[src/inc/sdc_pkg.sv]
/*
 package for the step/direction command input block: constants, modes and carriers.
 assumes a single 100 MHz core clock and active-low asynchronous reset.
*/
package sdc_pkg;
    // core clock
    localparam int CLK_MHZ = 100;
    localparam int CLK_PERIOD_NS = 10;
    // least step pulse width the drive must catch, in ns
    localparam int MIN_PULSE_NS = 2500;
    localparam int MIN_PULSE_CYC = (MIN_PULSE_NS + CLK_PERIOD_NS - 1) / CLK_PERIOD_NS;
    // direction set-up time before the step edge, in ns
    localparam int DIR_SETUP_NS = 5000;
    localparam int DIR_SETUP_CYC = (DIR_SETUP_NS + CLK_PERIOD_NS - 1) / CLK_PERIOD_NS;
    // soft-start interval after enable, in ms
    localparam int SOFT_START_MS = 100;
    localparam int SOFT_START_CYC = SOFT_START_MS * 1000 * CLK_MHZ;
    // synchroniser depth
    localparam int SYNC_STAGES = 2;
    // reset values of configuration
    localparam logic RST_MODE = 1'b0;
    localparam logic RST_EDGE = 1'b0;

    typedef enum logic [0:0] {
        SDC_MODE_PULSE_DIR = 1'b0,
        SDC_MODE_CW_CCW = 1'b1
    } sdc_mode_e;

    typedef enum logic [2:0] {
        SDC_ST_OFF = 3'b001,
        SDC_ST_SOFT = 3'b010,
        SDC_ST_RUN = 3'b100
    } sdc_state_e;

    // configuration from the tuning side
    typedef struct packed {
        sdc_mode_e mode;
        logic falling_edge;
        logic cw_active_low;
        logic ccw_active_low;
        logic gate_active_low;
    } sdc_cfg_s;

    // protection sources
    typedef struct packed {
        logic over_volt;
        logic under_volt;
        logic over_curr;
        logic phase_err;
        logic over_temp;
    } sdc_prot_s;

    // step command out
    typedef struct packed {
        logic step;
        logic ccw;
    } sdc_cmd_s;
endpackage

[src/rtl/sdc_sync.sv]
/*
 two-stage synchroniser plus edge detect for one isolated input.
 assumes the input is asynchronous to i_clk.
*/
`timescale 1ns/1ns
module sdc_sync (
    // clock and reset
    input wire logic i_clk,
    input wire logic i_rstn,
    // pin side
    input wire logic i_pin,
    // synchronous side
    output logic o_level,
    output logic o_rise,
    output logic o_fall
);
    import sdc_pkg::*;

    logic [SYNC_STAGES-1:0] stage;
    logic [SYNC_STAGES-1:0] next_stage;
    logic last;
    logic next_last;

    always_comb begin
        next_stage = {stage[SYNC_STAGES-2:0], i_pin};
        next_last = stage[SYNC_STAGES-1];
    end

    always_ff @(posedge i_clk or negedge i_rstn) begin
        if (!i_rstn) begin
            stage <= '0;
            last <= 1'b0;
        end else begin
            stage <= next_stage;
            last <= next_last;
        end
    end

    // edge detect only reads the final stage, never the first
    assign o_level = stage[SYNC_STAGES-1];
    assign o_rise = stage[SYNC_STAGES-1] & ~last;
    assign o_fall = ~stage[SYNC_STAGES-1] & last;
endmodule // sdc_sync

[src/rtl/sdc_soft.sv]
/*
 soft-start timer: counts the interval after the drive is enabled.
 assumes i_gate is already synchronous.
*/
`timescale 1ns/1ns
module sdc_soft #(
    parameter int SOFT_CYC = sdc_pkg::SOFT_START_CYC
) (
    // clock and reset
    input wire logic i_clk,
    input wire logic i_rstn,
    // control
    input wire logic i_gate,
    // status
    output logic o_busy
);
    import sdc_pkg::*;

    logic [31:0] cnt;
    logic [31:0] next_cnt;

    always_comb begin
        if (!i_gate) begin
            next_cnt = 32'(SOFT_CYC);
        end else if (cnt != 32'h0) begin
            next_cnt = cnt - 32'h1;
        end else begin
            next_cnt = cnt;
        end
    end

    // starts busy so power-up also gets the ramp
    always_ff @(posedge i_clk or negedge i_rstn) begin
        if (!i_rstn) begin
            cnt <= 32'(SOFT_CYC);
        end else begin
            cnt <= next_cnt;
        end
    end

    assign o_busy = (cnt != 32'h0);
endmodule // sdc_soft

[src/rtl/sdc_top.sv]
/*
 command input front end of a stepper drive: step, direction and gate inputs
 become step and direction commands; fault output reflects protections.
 assumes opto-isolated pins asynchronous to I_CLK and configuration held static.
*/
// How it works
// RQ1 - pulse/direction: one step per chosen active edge of step input
// RQ2 - after reset: pulse/direction mode, rising edge active
// RQ3 - pulse/direction: direction input level gives rotation sense
// RQ4 - double pulse: step input is clockwise, direction input counter-clockwise
// RQ5 - controller pulses exceed 2.5 us; each such pulse is caught
// RQ6 - controller sets direction 5 us before the step edge
// RQ7 - sinking wiring: gate high enables the drive
// RQ8 - sourcing or differential wiring: gate low enables the drive
// RQ9 - an unconnected gate input keeps the drive enabled
// RQ10 - controller waits 100 ms after enabling before stepping
// RQ11 - fault output off (not driving) in normal operation
// RQ12 - fault output pulls low while any protection is active
// RQ13 - each isolated input passes two flip-flops before edge detection
// RQ14 - no step commands while disabled or while protection is active
`timescale 1ns/1ns
module sdc_top #(
    parameter int SOFT_CYC = sdc_pkg::SOFT_START_CYC
) (
    // clock and reset
    input wire logic I_CLK,
    input wire logic I_RSTN,
    // isolated command pins
    input wire logic I_STEP_PULSE_IN,
    input wire logic I_DIR_IN,
    input wire logic I_DRIVE_GATE_IN,
    // configuration
    input wire sdc_pkg::sdc_cfg_s I_CFG,
    input wire logic I_CFG_CLEAR,
    // protection sources
    input wire sdc_pkg::sdc_prot_s I_PROT,
    // step command
    output sdc_pkg::sdc_cmd_s O_CMD,
    // status
    output logic O_ENABLED,
    output logic O_SOFT_BUSY,
    // open-collector fault pin
    output logic O_FAULT,
    output logic O_FAULT_OE
);
    import sdc_pkg::*;

    ////////////////////////////////////////////////////////////////////////
    // input synchronisers, one per isolated pin: step, direction, gate
    logic [2:0] pin_raw;
    logic [2:0] pin_lvl;
    logic [2:0] pin_rise;
    logic [2:0] pin_fall;
    logic step_rise, step_fall;
    logic dir_lvl, dir_rise, dir_fall;
    logic gate_lvl;

    assign pin_raw = {I_DRIVE_GATE_IN, I_DIR_IN, I_STEP_PULSE_IN};

    for (genvar gi = 0; gi < 3; gi++) begin : g_sync
        sdc_sync u_sync ( // [RQ13]
            .i_clk(I_CLK),
            .i_rstn(I_RSTN),
            .i_pin(pin_raw[gi]),
            .o_level(pin_lvl[gi]),
            .o_rise(pin_rise[gi]),
            .o_fall(pin_fall[gi])
        );
    end

    // the gate acts on its level only, so its edge outputs go unused
    assign step_rise = pin_rise[0];
    assign step_fall = pin_fall[0];
    assign dir_lvl = pin_lvl[1];
    assign dir_rise = pin_rise[1];
    assign dir_fall = pin_fall[1];
    assign gate_lvl = pin_lvl[2];

    ////////////////////////////////////////////////////////////////////////
    // configuration register, cleared to defaults
    sdc_cfg_s cfg;
    sdc_cfg_s next_cfg;

    always_comb begin
        if (I_CFG_CLEAR) begin
            next_cfg = '0;
            next_cfg.mode = sdc_mode_e'(RST_MODE); // [RQ2]
            next_cfg.falling_edge = RST_EDGE; // [RQ2]
        end else begin
            next_cfg = I_CFG;
        end
    end

    always_ff @(posedge I_CLK or negedge I_RSTN) begin
        if (!I_RSTN) begin
            cfg <= '0;
            cfg.mode <= sdc_mode_e'(RST_MODE); // [RQ2]
            cfg.falling_edge <= RST_EDGE; // [RQ2]
        end else begin
            cfg <= next_cfg;
        end
    end

    ////////////////////////////////////////////////////////////////////////
    // enable and protection
    logic gate_on;
    logic prot_any;
    logic soft_busy;

    // sinking wiring: high enables; sourcing/differential: low enables.
    // an open sinking input floats high through the opto, so it reads enabled.
    assign gate_on = cfg.gate_active_low ? ~gate_lvl : gate_lvl; // [RQ7] [RQ8] [RQ9]
    assign prot_any = |I_PROT; // [RQ12]

    sdc_soft #(
        .SOFT_CYC(SOFT_CYC)
    ) u_soft (
        .i_clk(I_CLK),
        .i_rstn(I_RSTN),
        .i_gate(gate_on),
        .o_busy(soft_busy)
    );

    ////////////////////////////////////////////////////////////////////////
    // drive state: off, soft-start ramp, running
    sdc_state_e state;
    sdc_state_e next_state;

    always_comb begin
        case (state)
            SDC_ST_OFF: begin
                next_state = gate_on ? SDC_ST_SOFT : SDC_ST_OFF;
            end
            SDC_ST_SOFT: begin
                if (!gate_on) begin
                    next_state = SDC_ST_OFF;
                end else if (!soft_busy) begin
                    next_state = SDC_ST_RUN;
                end else begin
                    next_state = SDC_ST_SOFT;
                end
            end
            SDC_ST_RUN: begin
                next_state = gate_on ? SDC_ST_RUN : SDC_ST_OFF;
            end
            default: begin
                next_state = SDC_ST_OFF;
            end
        endcase
    end

    always_ff @(posedge I_CLK or negedge I_RSTN) begin
        if (!I_RSTN) begin
            state <= SDC_ST_OFF;
        end else begin
            state <= next_state;
        end
    end

    ////////////////////////////////////////////////////////////////////////
    // step decode
    // steps are accepted during the ramp too; the controller is expected
    // to hold off, and dropping them would hide its mistake from the motor
    logic allow;
    logic pd_edge;
    logic cw_edge;
    logic ccw_edge;
    sdc_cmd_s cmd;
    sdc_cmd_s next_cmd;

    assign allow = (state != SDC_ST_OFF) && gate_on && !prot_any; // [RQ14]
    // one-cycle edge pulse per transition; a 2.5 us pulse spans 250 clocks
    assign pd_edge = cfg.falling_edge ? step_fall : step_rise; // [RQ1] [RQ5]
    // double pulse: active level entry of each line is the step event
    assign cw_edge = cfg.cw_active_low ? step_fall : step_rise; // [RQ4]
    assign ccw_edge = cfg.ccw_active_low ? dir_fall : dir_rise; // [RQ4]

    always_comb begin
        next_cmd.step = 1'b0;
        next_cmd.ccw = cmd.ccw;
        if (allow) begin
            if (cfg.mode == SDC_MODE_PULSE_DIR) begin
                if (pd_edge) begin
                    next_cmd.step = 1'b1; // [RQ1]
                    next_cmd.ccw = dir_lvl; // [RQ3] [RQ6]
                end
            end else if (cw_edge != ccw_edge) begin
                // simultaneous opposite steps cancel out
                next_cmd.step = 1'b1; // [RQ4]
                next_cmd.ccw = ccw_edge; // [RQ4]
            end
        end
    end

    always_ff @(posedge I_CLK or negedge I_RSTN) begin
        if (!I_RSTN) begin
            cmd <= '0;
        end else begin
            cmd <= next_cmd;
        end
    end

    ////////////////////////////////////////////////////////////////////////
    // status flags, registered from the next state so they track it exactly
    logic enabled;
    logic status_soft;
    logic next_enabled;
    logic next_status_soft;

    always_comb begin
        next_enabled = (next_state != SDC_ST_OFF);
        next_status_soft = (next_state == SDC_ST_SOFT);
    end

    always_ff @(posedge I_CLK or negedge I_RSTN) begin
        if (!I_RSTN) begin
            enabled <= 1'b0;
            status_soft <= 1'b0;
        end else begin
            enabled <= next_enabled;
            status_soft <= next_status_soft;
        end
    end

    ////////////////////////////////////////////////////////////////////////
    // fault pin: open collector, only ever pulls low
    logic fault_oe;
    logic next_fault_oe;

    always_comb begin
        next_fault_oe = prot_any; // [RQ11] [RQ12]
    end

    always_ff @(posedge I_CLK or negedge I_RSTN) begin
        if (!I_RSTN) begin
            fault_oe <= 1'b0;
        end else begin
            fault_oe <= next_fault_oe;
        end
    end

    assign O_CMD = cmd;
    assign O_FAULT = 1'b0;
    assign O_FAULT_OE = fault_oe; // [RQ11]
    assign O_ENABLED = enabled;
    assign O_SOFT_BUSY = status_soft;
endmodule // sdc_top

[config.mk]
export PLATFORM = sky130hd
export DESIGN_NAME = sdc_top
export DESIGN_NICKNAME = d
export VERILOG_FILES = /design/src/inc/sdc_pkg.sv /design/src/rtl/sdc_sync.sv /design/src/rtl/sdc_soft.sv /design/src/rtl/sdc_top.sv
export SDC_FILE = /design/constraint.sdc
export NUM_CORES = 1
export LEC_CHECK = 0
export BUFFER_PORTS_ARGS = -buffer_cell sky130_fd_sc_hd__clkbuf_2
export CORE_ASPECT_RATIO = 0.7
export CORE_UTILIZATION = 45
export DETAILED_ROUTE_END_ITERATION = 10
export SLEW_MARGIN = 10
export SYNTH_ARGS = -nofsm -noshare
export SYNTH_HDL_FRONTEND = slang
export SYNTH_SLANG_ARGS = --single-unit
[constraint.sdc]
create_clock -name I_CLK -period 5.9 [get_ports I_CLK]
set_clock_uncertainty 0.05 [all_clocks]
set_input_delay 0.59 -clock I_CLK [delete_from_list [all_inputs] [get_ports I_CLK]]
set_output_delay 0.59 -clock I_CLK [all_outputs]
set_load 0.005 [all_outputs]
# Word level (Yosys, flattened, before mapping)
# Cells that the tools add are included.
# totals
regBits	53
input_bits	16
wordCells	59
# op_classes
n_addsub	1
n_eq_ne	9
n_mux	16
n_bitwise	9
reduce_logical	7
# ops
op	n
32-bit two-way mux	2
32-bit nonzero test	1
32-bit by 1-bit subtractor with 32-bit output, second input constant	1
2-bit two-way mux	5
3-bit two-way mux	3
3-bit one-hot mux with 3 select lines	1
3-bit by 2-bit == test with 1-bit output, second input constant	2
3-bit by 1-bit != test with 1-bit output, second input constant	2
5-bit two-way mux	1
1-bit inverter	5
5-bit OR reduction	1
1-bit AND	4
1-bit two-way mux	4
2-bit by 1-bit != test with 1-bit output, second input constant	2
3-bit by 1-bit == test with 1-bit output, second input constant	1
3-bit == test, second input constant	1
3-bit AND reduction	1
1-bit logical AND	2
2-bit nonzero test	1
1-bit zero test	1
1-bit != test	1

# Depth between registers and ports, before layout
# Gate-level depths: netlist (run 1).
# logic_depth
ltp_word	7
ltp_mapped	8
depth_no_buf	8

# Hierarchy
# Synthesis (run 1) repeated with hierarchy kept, for this count alone.
# unflattened
cells_unflattened	255
hier_area_um2	2775.2
# modules_own_cells
mod	n_inst	cells_per_inst	area_each_um2	seq_area_each_um2
sdc_soft	1	194	1934.4	810.8
sdc_top	1	46	570.5	326.6
sdc_sync	3	5	90.1	75.1

# Least setup slack after synthesis (run 1)
# Ideal clock, no wire load.
# synth_path
path_type	reg-to-reg
from	register u_soft.cnt[9]
to	register u_soft.cnt[18]
arrival_ns	1.889
setup_slack_ns	3.883
stages_incl_launch_ff	7
path_buffers	1
period_less_slack_ns	2.017
cell_sequence	dfstp_2 nor4_2 and4_1 buf_6 a2111o_1 or4_1 a21oi_1
# synth_via
elab_chain_len	3
elab_cells_between_ends	5
# synth_rtl
element	line	rtl
start: declaration	sdc_soft.sv:19	logic [31:0] cnt;
start signal: assignment	sdc_soft.sv:35	cnt <= 32'(SOFT_CYC);
start signal: assignment	sdc_soft.sv:37	cnt <= next_cnt;
32-bit by 1-bit subtractor with 32-bit output	sdc_soft.sv:26	next_cnt = cnt - 32'h1;
32-bit two-way mux	sdc_soft.sv:25	end else if (cnt != 32'h0) begin
32-bit two-way mux	sdc_soft.sv:23	if (!i_gate) begin
# Parallel ways exist; a longest one is shown, timed or not. The select of a mux whose other input is x is not followed.
# A chain may end at the register's enable or synchronous reset.

# Final worst setup path (run 1)
# layout_path
from	register u_soft.cnt[22]
to	register u_soft.cnt[23]
# The elaborated chain is that of the path after synthesis.

==> results of run 1 <==
## power by group through the flow
stage	registers (mW)	clock network, mW	logic, mW
finish	0.437	0.212	0.151
floorplan	0.433	0	0.112
CTS	0.437	0.219	0.152
detailed placement	0.443	0	0.151
global placement	0.442	0	0.149
global route	0.443	0.235	0.173
## cells by family (layout without fill, tap and decap cells)
group	Yosys count	in the layout
buf+inv	12	34
flops	53	53
other cells	1	1
simple gates	119	119
fa+ha+maj	2	2
xor+xnor	13	13
compound gates	52	52
mux	1	1
## flip-flops by register name, indices dropped and copies added, names as in the netlist
register	cells
u_soft.cnt	32
g_sync.u_sync.stage	6
cfg	5
state	3
O_CMD	2
g_sync.u_sync.last	2
O_ENABLED	1
O_FAULT_OE	1
O_SOFT_BUSY	1
## worst register-to-register path: stages, from the launching register on
cell and delay [ns]:
dfrtp_1 0.45, nor4_4 0.49, and4b_1 0.42, a31oi_1 0.37, and4_1 0.34, o21ai_0 0.17
## Yosys cell counts, types with 2 or more instances
| master | number | share of area |
|---|---|---|
| a2111o_1 | 2 | 0.0088 |
| a211oi_1 | 4 | 0.012 |
| a21oi_1 | 11 | 0.021 |
| a311o_1 | 2 | 0.0078 |
| a31o_2 | 2 | 0.0068 |
| a31oi_1 | 5 | 0.012 |
| a41o_1 | 3 | 0.012 |
| and3_1 | 2 | 0.0049 |
| and4_1 | 2 | 0.0068 |
| buf_6 | 2 | 0.0088 |
| clkbuf_1 | 5 | 0.0073 |
| dfrtp_1 | 44 | 0.43 |
| dfstp_2 | 9 | 0.092 |
| ha_1 | 2 | 0.0097 |
| inv_1 | 3 | 0.0044 |
| nand2_1 | 20 | 0.029 |
| nand2b_1 | 7 | 0.017 |
| nand3_1 | 6 | 0.012 |
| nand3_2 | 2 | 0.0078 |
| nand3b_1 | 3 | 0.0088 |
| nand4b_1 | 2 | 0.0068 |
| nor2_1 | 35 | 0.051 |
| nor2b_1 | 5 | 0.012 |
| nor3_1 | 8 | 0.016 |
| nor3_2 | 3 | 0.012 |
| nor4_1 | 5 | 0.012 |
| o21ai_0 | 13 | 0.025 |
| o311ai_0 | 2 | 0.0068 |
| o31ai_1 | 3 | 0.0088 |
| or3_1 | 7 | 0.017 |
| or4_1 | 5 | 0.015 |
| xnor2_1 | 5 | 0.017 |
| xor2_1 | 8 | 0.027 |
## stage by stage
stage | hold slack [ns] | cell area, µm²
6_report | 0.307 | 2830
5_1_grt | 0.305 | 2830
4_1_cts | 0.311 | 2830
3_3_place_gp | 0.283 | 2740
2_1_floorplan | 0.244 | 2570
3_5_place_dp | 0.287 | 2740
## routing by layer
metal	routed length (µm)	track usage
met5	0	0
met4	50	0.0527
met3	168	0.0417
met2	2100	0.294
met1	2690	0.283
## area by class of cell
cell class	count	area (µm²)
tap	72	90.1
multi-input combinational	188	1170
fill	511	2540
sequential	53	1340
clock inverter	3	25.0
clock buffer	5	68.8
inverter	3	11.3
timing repair buffer	23	123
## worst max path at each step
stage	cells after the start	end	slack, ns
final	5	u_soft.cnt[23]	3.54
after CTS	5	u_soft.cnt[23]	3.56
after global routing	5	u_soft.cnt[23]	3.32
after global placement	5	u_soft.cnt[23]	3.67
after detailed placement	5	u_soft.cnt[23]	3.59
after floorplan	6	u_soft.cnt[18]	3.88
==> flow_metrics.py, run 1 <==
metrics = {
    "power_and_ir_drop": {
        "clkPwrFrac": 0.265,
        "seqPwrFrac": 0.546,
        "p_switching_mw": 0.252,
        "p_sw_frac": 0.315,
        "p_int_mw": 0.548,
        "ir_drop_mv": 0.132,
        "pwr-share-comb": 0.189,
        "p_leak_nw": 1.17,
        "powerDensity_nw_per_um2": 283,
        "power_mw": 0.800,
    },
    "detailed_routing": {
        "num_vias": 1923,
        "drt_iter0_markers": 94,
        "drtAntennaViolNets": 0,
        "drc": 0,
        "totalWireLength_um": 5010,
        "via_per_inst": 5.54,
        "dr.pass1.iters": 4,
        "detail_route.wl_per_cell_um": 14.4,
    },
    "clocking": {
        "cts_max_path_buffers": 2,
        "cts_resized": 0,
        "tritoncts": "done",
        "cts.sinks": 53,
        "path_clk_slew_ns": 0.10,
        "postCtsSetupRepairBufs": 0,
        "worstSkewPairLatency_ns": 0.31,
        "htreeDepth": 2,
        "numCtsBuffers": 5,
        "cts-root-buf": "clkbuf_8",
        "cts_hold_buf": 0,
    },
    "critical_path": {
        "crit_family": "simple AND/OR/NAND/NOR gates",
        "critical_path.startpoint": "u_soft.cnt[22]",
        "max_stage_delay_ns": 0.49,
        "crit_arrival_ns": 2.54,
        "path_max_fanout": 11,
        "crit_slowest_cell": "nor4_4",
        "reg2reg_depth": 5,
        "reg2reg_slack_ns": 3.54,
        "path_class": "flip-flop to flip-flop",
        "cp_cell_sequence": "nor4_4, and4b_1, a31oi_1, and4_1, o21ai_0",
        "required_ns": 6.08,
        "crit_path_start_kind": "flip-flop",
        "cp-end-kind": "flip-flop",
        "r2r-start": "u_soft.cnt[22]",
        "crit_buf_inv": 0,
        "r2r-end": "u_soft.cnt[23]",
    },
    "placement": {
        "dpl.hpwl_um": 3530,
        "dp_cells": 339,
        "gp_congestion": 0.762,
        "dp_slack_ns": 3.59,
        "port_buffers": 20,
    },
    "timing": {
        "setup_viol": 0,
        "fin_ws_ns": 3.54,
        "fin_crit_sh": 0.399,
        "finalSetupTns_ns": 0,
        "maxSlewHeadroom": 0.392,
        "slew_violations": 0,
        "timing.fmax_mhz": 424,
        "fin_crit_ns": 2.36,
        "hold_violations": 0,
        "worst-slew-pin-transition_ns": 0.907,
        "rsz0062_at_grt": "false",
    },
    "final_layout": {
        "area_growth_pct": 10.1,
        "postLayoutCoreUtil": 0.527,
        "final_common_cell": "dfrtp_1",
        "antennaDiodeCount": 0,
        "final_layout_size_suffix_gt1_frac": 0.196,
        "stdcell_count": 347,
        "layout_common_cells": "dfrtp_1 (44), nor2_1 (35), nand2_1 (20), clkbuf_2 (20), o21ai_0 (13)",
        "fin_nets": 292,
    },
    "yosys": {
        "synthMuxAreaShare": 0.00438,
        "synth_top_family_by_area": "simple AND/OR/NAND/NOR gates",
        "synth-simple-area-share": 0.257,
        "yosysWarnings": 0,
        "synth-xor-area-share": 0.0443,
        "synth_cell_types": 49,
        "postSynthAreaPerCell_um2": 10.2,
        "ys_seq_area_frac": 0.520,
        "syn_inst": 253,
        "synthAdderAreaFrac": 0.00974,
        "synth-compound-area-share": 0.138,
        "synthFlopType": "dfrtp_1",
        "syn_nets": 271,
        "synthArstFlopShare": 1.00,
        "syn_area_um2": 2570,
        "synth_enable_flop_cells": 0,
        "ys_ff_latch": 53,
    },
    "floorplanning": {
        "die_h_um": 65.2,
        "core_um2": 5370,
        "die_w_um": 92.3,
        "start_util": 0.479,
        "placementRows": 22,
        "die-area_um2": 6020,
        "pin_count": 22,
    },
    "hold_path": {
        "min_from": "g_sync[0].u_sync.stage[0]",
        "hold_depth": 0,
        "hp-class": "flip-flop to flip-flop",
        "hold_path_end": "g_sync[0].u_sync.stage[1]",
    },
    "global_routing": {
        "grt_usage": 0.195,
        "grt_overflow": 0,
        "first_global_vias": 1965,
        "antenna_found_initial": 0,
        "grt_max_degree": 54,
        "grt_pass1_wl_um": 9180,
    },
    "flow_run": {
        "cap_violations": 0,
    },
    "run_status": {
        "status": "finished clean",
    },
}
No activity file was read; power rests on OpenSTA's default activity.
==> inputs of run 2 (changes only) <==
--- a/config.mk
+++ b/config.mk
@@ -5,6 +5,7 @@
 export SDC_FILE = /design/constraint.sdc
 export NUM_CORES = 1
 export LEC_CHECK = 0
+export ABC_AREA = 1
 export BUFFER_PORTS_ARGS = -buffer_cell sky130_fd_sc_hd__clkbuf_2
 export CORE_ASPECT_RATIO = 0.7
 export CORE_UTILIZATION = 45
==> constraint.sdc (replaced) <==
create_clock -name I_CLK -period 2.1 [get_ports I_CLK]
set_clock_uncertainty 0.05 [all_clocks]
set_input_delay 0.21 -clock I_CLK [delete_from_list [all_inputs] [get_ports I_CLK]]
set_output_delay 0.21 -clock I_CLK [all_outputs]
set_load 0.005 [all_outputs]
==> flow_metrics.py, run 2 <==
metrics = {
    "clocking": {
        "numCtsBuffers": 5,
        "cts_max_path_buffers": 2,
        "path_clk_slew_ns": 0.10,
        "tritoncts": "done",
        "htreeDepth": 2,
        "postCtsSetupRepairBufs": 0,
        "cts.sinks": 53,
        "worstSkewPairLatency_ns": 0.31,
        "cts-root-buf": "clkbuf_8",
        "cts_resized": 0,
    },
    "yosys": {
        "synth_top_cell_by_area": "dfrtp_1",
        "ys_seq_area_frac": 0.445,
        "postSynthAreaPerCell_um2": 7.03,
        "synth_enable_flop_cells": 0,
        "syn_nets": 445,
        "synth_top_area_frac": 0.367,
        "synth_common_cells": "nand2_1 (104), nor2_1 (87), inv_1 (64)",
        "synth-xor-area-share": 0.00292,
        "synth-compound-area-share": 0.0433,
        "synth_area_leaders": "dfrtp_1 (37%), nand2_1 (13%), nor2_1 (11%), inv_1 (8.0%), dfstp_2 (7.9%)",
        "synthArstFlopShare": 1.00,
        "syn_area_um2": 3000,
        "ys_ff_latch": 53,
        "yosysMostFrequentCell": "nand2_1",
        "syn_inst": 427,
        "synth_cell_types": 32,
        "yosysWarnings": 0,
        "synth-simple-area-share": 0.399,
        "synthFlopType": "dfrtp_1",
        "synthAdderAreaFrac": 0.00833,
        "synth_top_family_by_area": "simple AND/OR/NAND/NOR gates",
        "synthMuxAreaShare": 0,
    },
    "timing": {
        "timing.fmax_mhz": 547,
        "holdWs_ns": 0.0242,
        "fin_ws_ns": 0.273,
        "hold_violations": 0,
        "finalSetupTns_ns": 0,
        "fin_crit_ns": 1.83,
        "setup_viol": 0,
        "slew_violations": 0,
        "worst-slew-pin-transition_ns": 0.505,
        "rsz0062_at_grt": "false",
        "maxSlewHeadroom": 0.663,
        "fin_crit_sh": 0.870,
    },
    "final_layout": {
        "largest_register_ffs": 32,
        "antennaDiodeCount": 0,
        "seq_area_um2": 1340,
        "stdcell_count": 553,
        "fillers": 613,
        "reg_top3": "u_soft.cnt (32), g_sync.u_sync.stage (6), cfg (5)",
        "regMostFlops": "u_soft.cnt",
        "area_growth_pct": 12.8,
        "layout_common_cells": "nand2_1 (104), nor2_1 (87), inv_1 (64)",
        "final_layout_size_suffix_gt1_frac": 0.160,
        "fin_nets": 479,
        "final_common_cell": "nand2_1",
        "multiInputGateArea_um2": 1370,
    },
    "critical_path": {
        "r2r-start": "u_soft.cnt[5]",
        "required_ns": 2.30,
        "path_max_fanout": 4,
        "crit_path_start_kind": "flip-flop",
        "crit_arrival_ns": 2.03,
        "r2r-end": "u_soft.cnt[25]",
        "path_class": "flip-flop to flip-flop",
        "reg2reg_depth": 7,
        "cp-end-kind": "flip-flop",
        "reg2reg_slack_ns": 0.27,
    },
    "placement": {
        "dp_cells": 541,
        "dp_slack_ns": 0.295,
        "dpl.hpwl_um": 5410,
        "port_buffers": 20,
        "gp_congestion": 0.927,
    },
    "detailed_routing": {
        "dr.pass1.iters": 5,
        "num_vias": 2676,
        "drt_iter0_markers": 245,
        "drc": 0,
        "drtAntennaViolNets": 0,
        "totalWireLength_um": 7090,
        "via_per_inst": 4.84,
        "detail_route.wl_per_cell_um": 12.8,
    },
    "global_routing": {
        "antenna_found_initial": 0,
        "grt_overflow": 0,
        "first_global_vias": 2432,
        "grt_usage": 0.226,
        "grt_pass1_wl_um": 12100,
        "grt_max_degree": 37,
    },
    "floorplanning": {
        "die-area_um2": 7010,
        "die_w_um": 99.6,
        "die_h_um": 70.3,
        "pin_count": 22,
        "placementRows": 24,
        "start_util": 0.474,
        "core_um2": 6340,
    },
    "power_and_ir_drop": {
        "ir_drop_mv": 0.349,
        "powerDensity_nw_per_um2": 678,
        "p_leak_nw": 1.78,
    },
    "run_status": {
        "status": "finished clean",
    },
    "hold_path": {
        "min_from": "I_CFG[1]",
        "hp-class": "primary input to flip-flop",
        "hold_path_end": "cfg[1]",
        "hold_depth": 3,
    },
    "flow_run": {
        "cap_violations": 0,
    },
}
run 2: cell count changes after synthesis, sizes merged, moves of 8 or more:
| cell | change |
|---|---|
| nand2 | +87 |
| nor2 | +68 |
| inv | +64 |
| nand3 | +38 |
| nor3 | -8 |
| xor2 | -8 |
run 2: what timing repair did:
item	4_1_cts	5_1_grt
hold buffers	4	0
hold endpoints to repair	19	0
setup endpoints to repair	0	0
run 2: stage by stage:
step	util	power, mW	instance area [µm²]
6_report	0.534	2.30	3390
5_1_grt	0.534	2.44	3390
4_1_cts	0.534	2.31	3390
3_5_place_dp	0.513	1.68	3250
3_3_place_gp	0.513	1.68	3250
2_1_floorplan	-	1.52	3000
run 2: cell type report:
| class | count | area share |
|---|---|---|
| clock inverter | 2 | 0.00407 |
| sequential | 53 | 0.395 |
| inverter | 68 | 0.0765 |
| tap | 91 | 0.0336 |
| timing repair buffer | 32 | 0.0628 |
| multi-input combinational | 301 | 0.404 |
| clock buffer | 6 | 0.0244 |
run 2: how the worst max path moves through the flow:
| stage | start | end | slack (ns) | depth (start not counted) |
|---|---|---|---|---|
| final | u_soft.cnt[5] | u_soft.cnt[25] | 0.27 | 7 |
| after global routing | u_soft.cnt[0] | u_soft.cnt[18] | 0.1 | 9 |
| after CTS | u_soft.cnt[0] | u_soft.cnt[30] | 0.27 | 9 |
| after detailed placement | u_soft.cnt[0] | u_soft.cnt[25] | 0.29 | 9 |
| after global placement | u_soft.cnt[0] | u_soft.cnt[18] | 0.38 | 9 |
| after floorplan | u_soft.cnt[0] | u_soft.cnt[22] | 0.44 | 10 |
run 2: critical path, cell delays in order (launching register included):
cell and delay [ns]:
dfrtp_1 0.46, nor2_1 0.26, nand2_1 0.12, nor2_1 0.30
nand2_1 0.19, o21ai_0 0.20, nand3_1 0.09, nor2_1 0.10
run 2: metal layers:
layer	wire length, µm	up-vias	track usage	share of wire
met1	3810	1221	0.362	0.54
met4	99	0	0.0703	0.014
met5	0	-	0	0
li1	-	1369	-	-
met3	459	10	0.0360	0.065
met2	2710	76	0.304	0.38
run 2: where the power goes:
part	internal (mW)	switching [mW]	total, mW	leakage, nW
combinational	0.175	0.319	0.494	1.05
sequential	1.11	0.0682	1.18	0.670
clock	0.268	0.355	0.624	0.0512
run 2: kinds of logic after synthesis:
group | count (synthesis)
buffers and inverters | 73
XOR/XNOR | 1
AND/OR/NAND/NOR | 273
AO/OA/AOI/OAI | 24
other | 1
adder cells (fa/ha/maj) | 2
flip-flops | 53
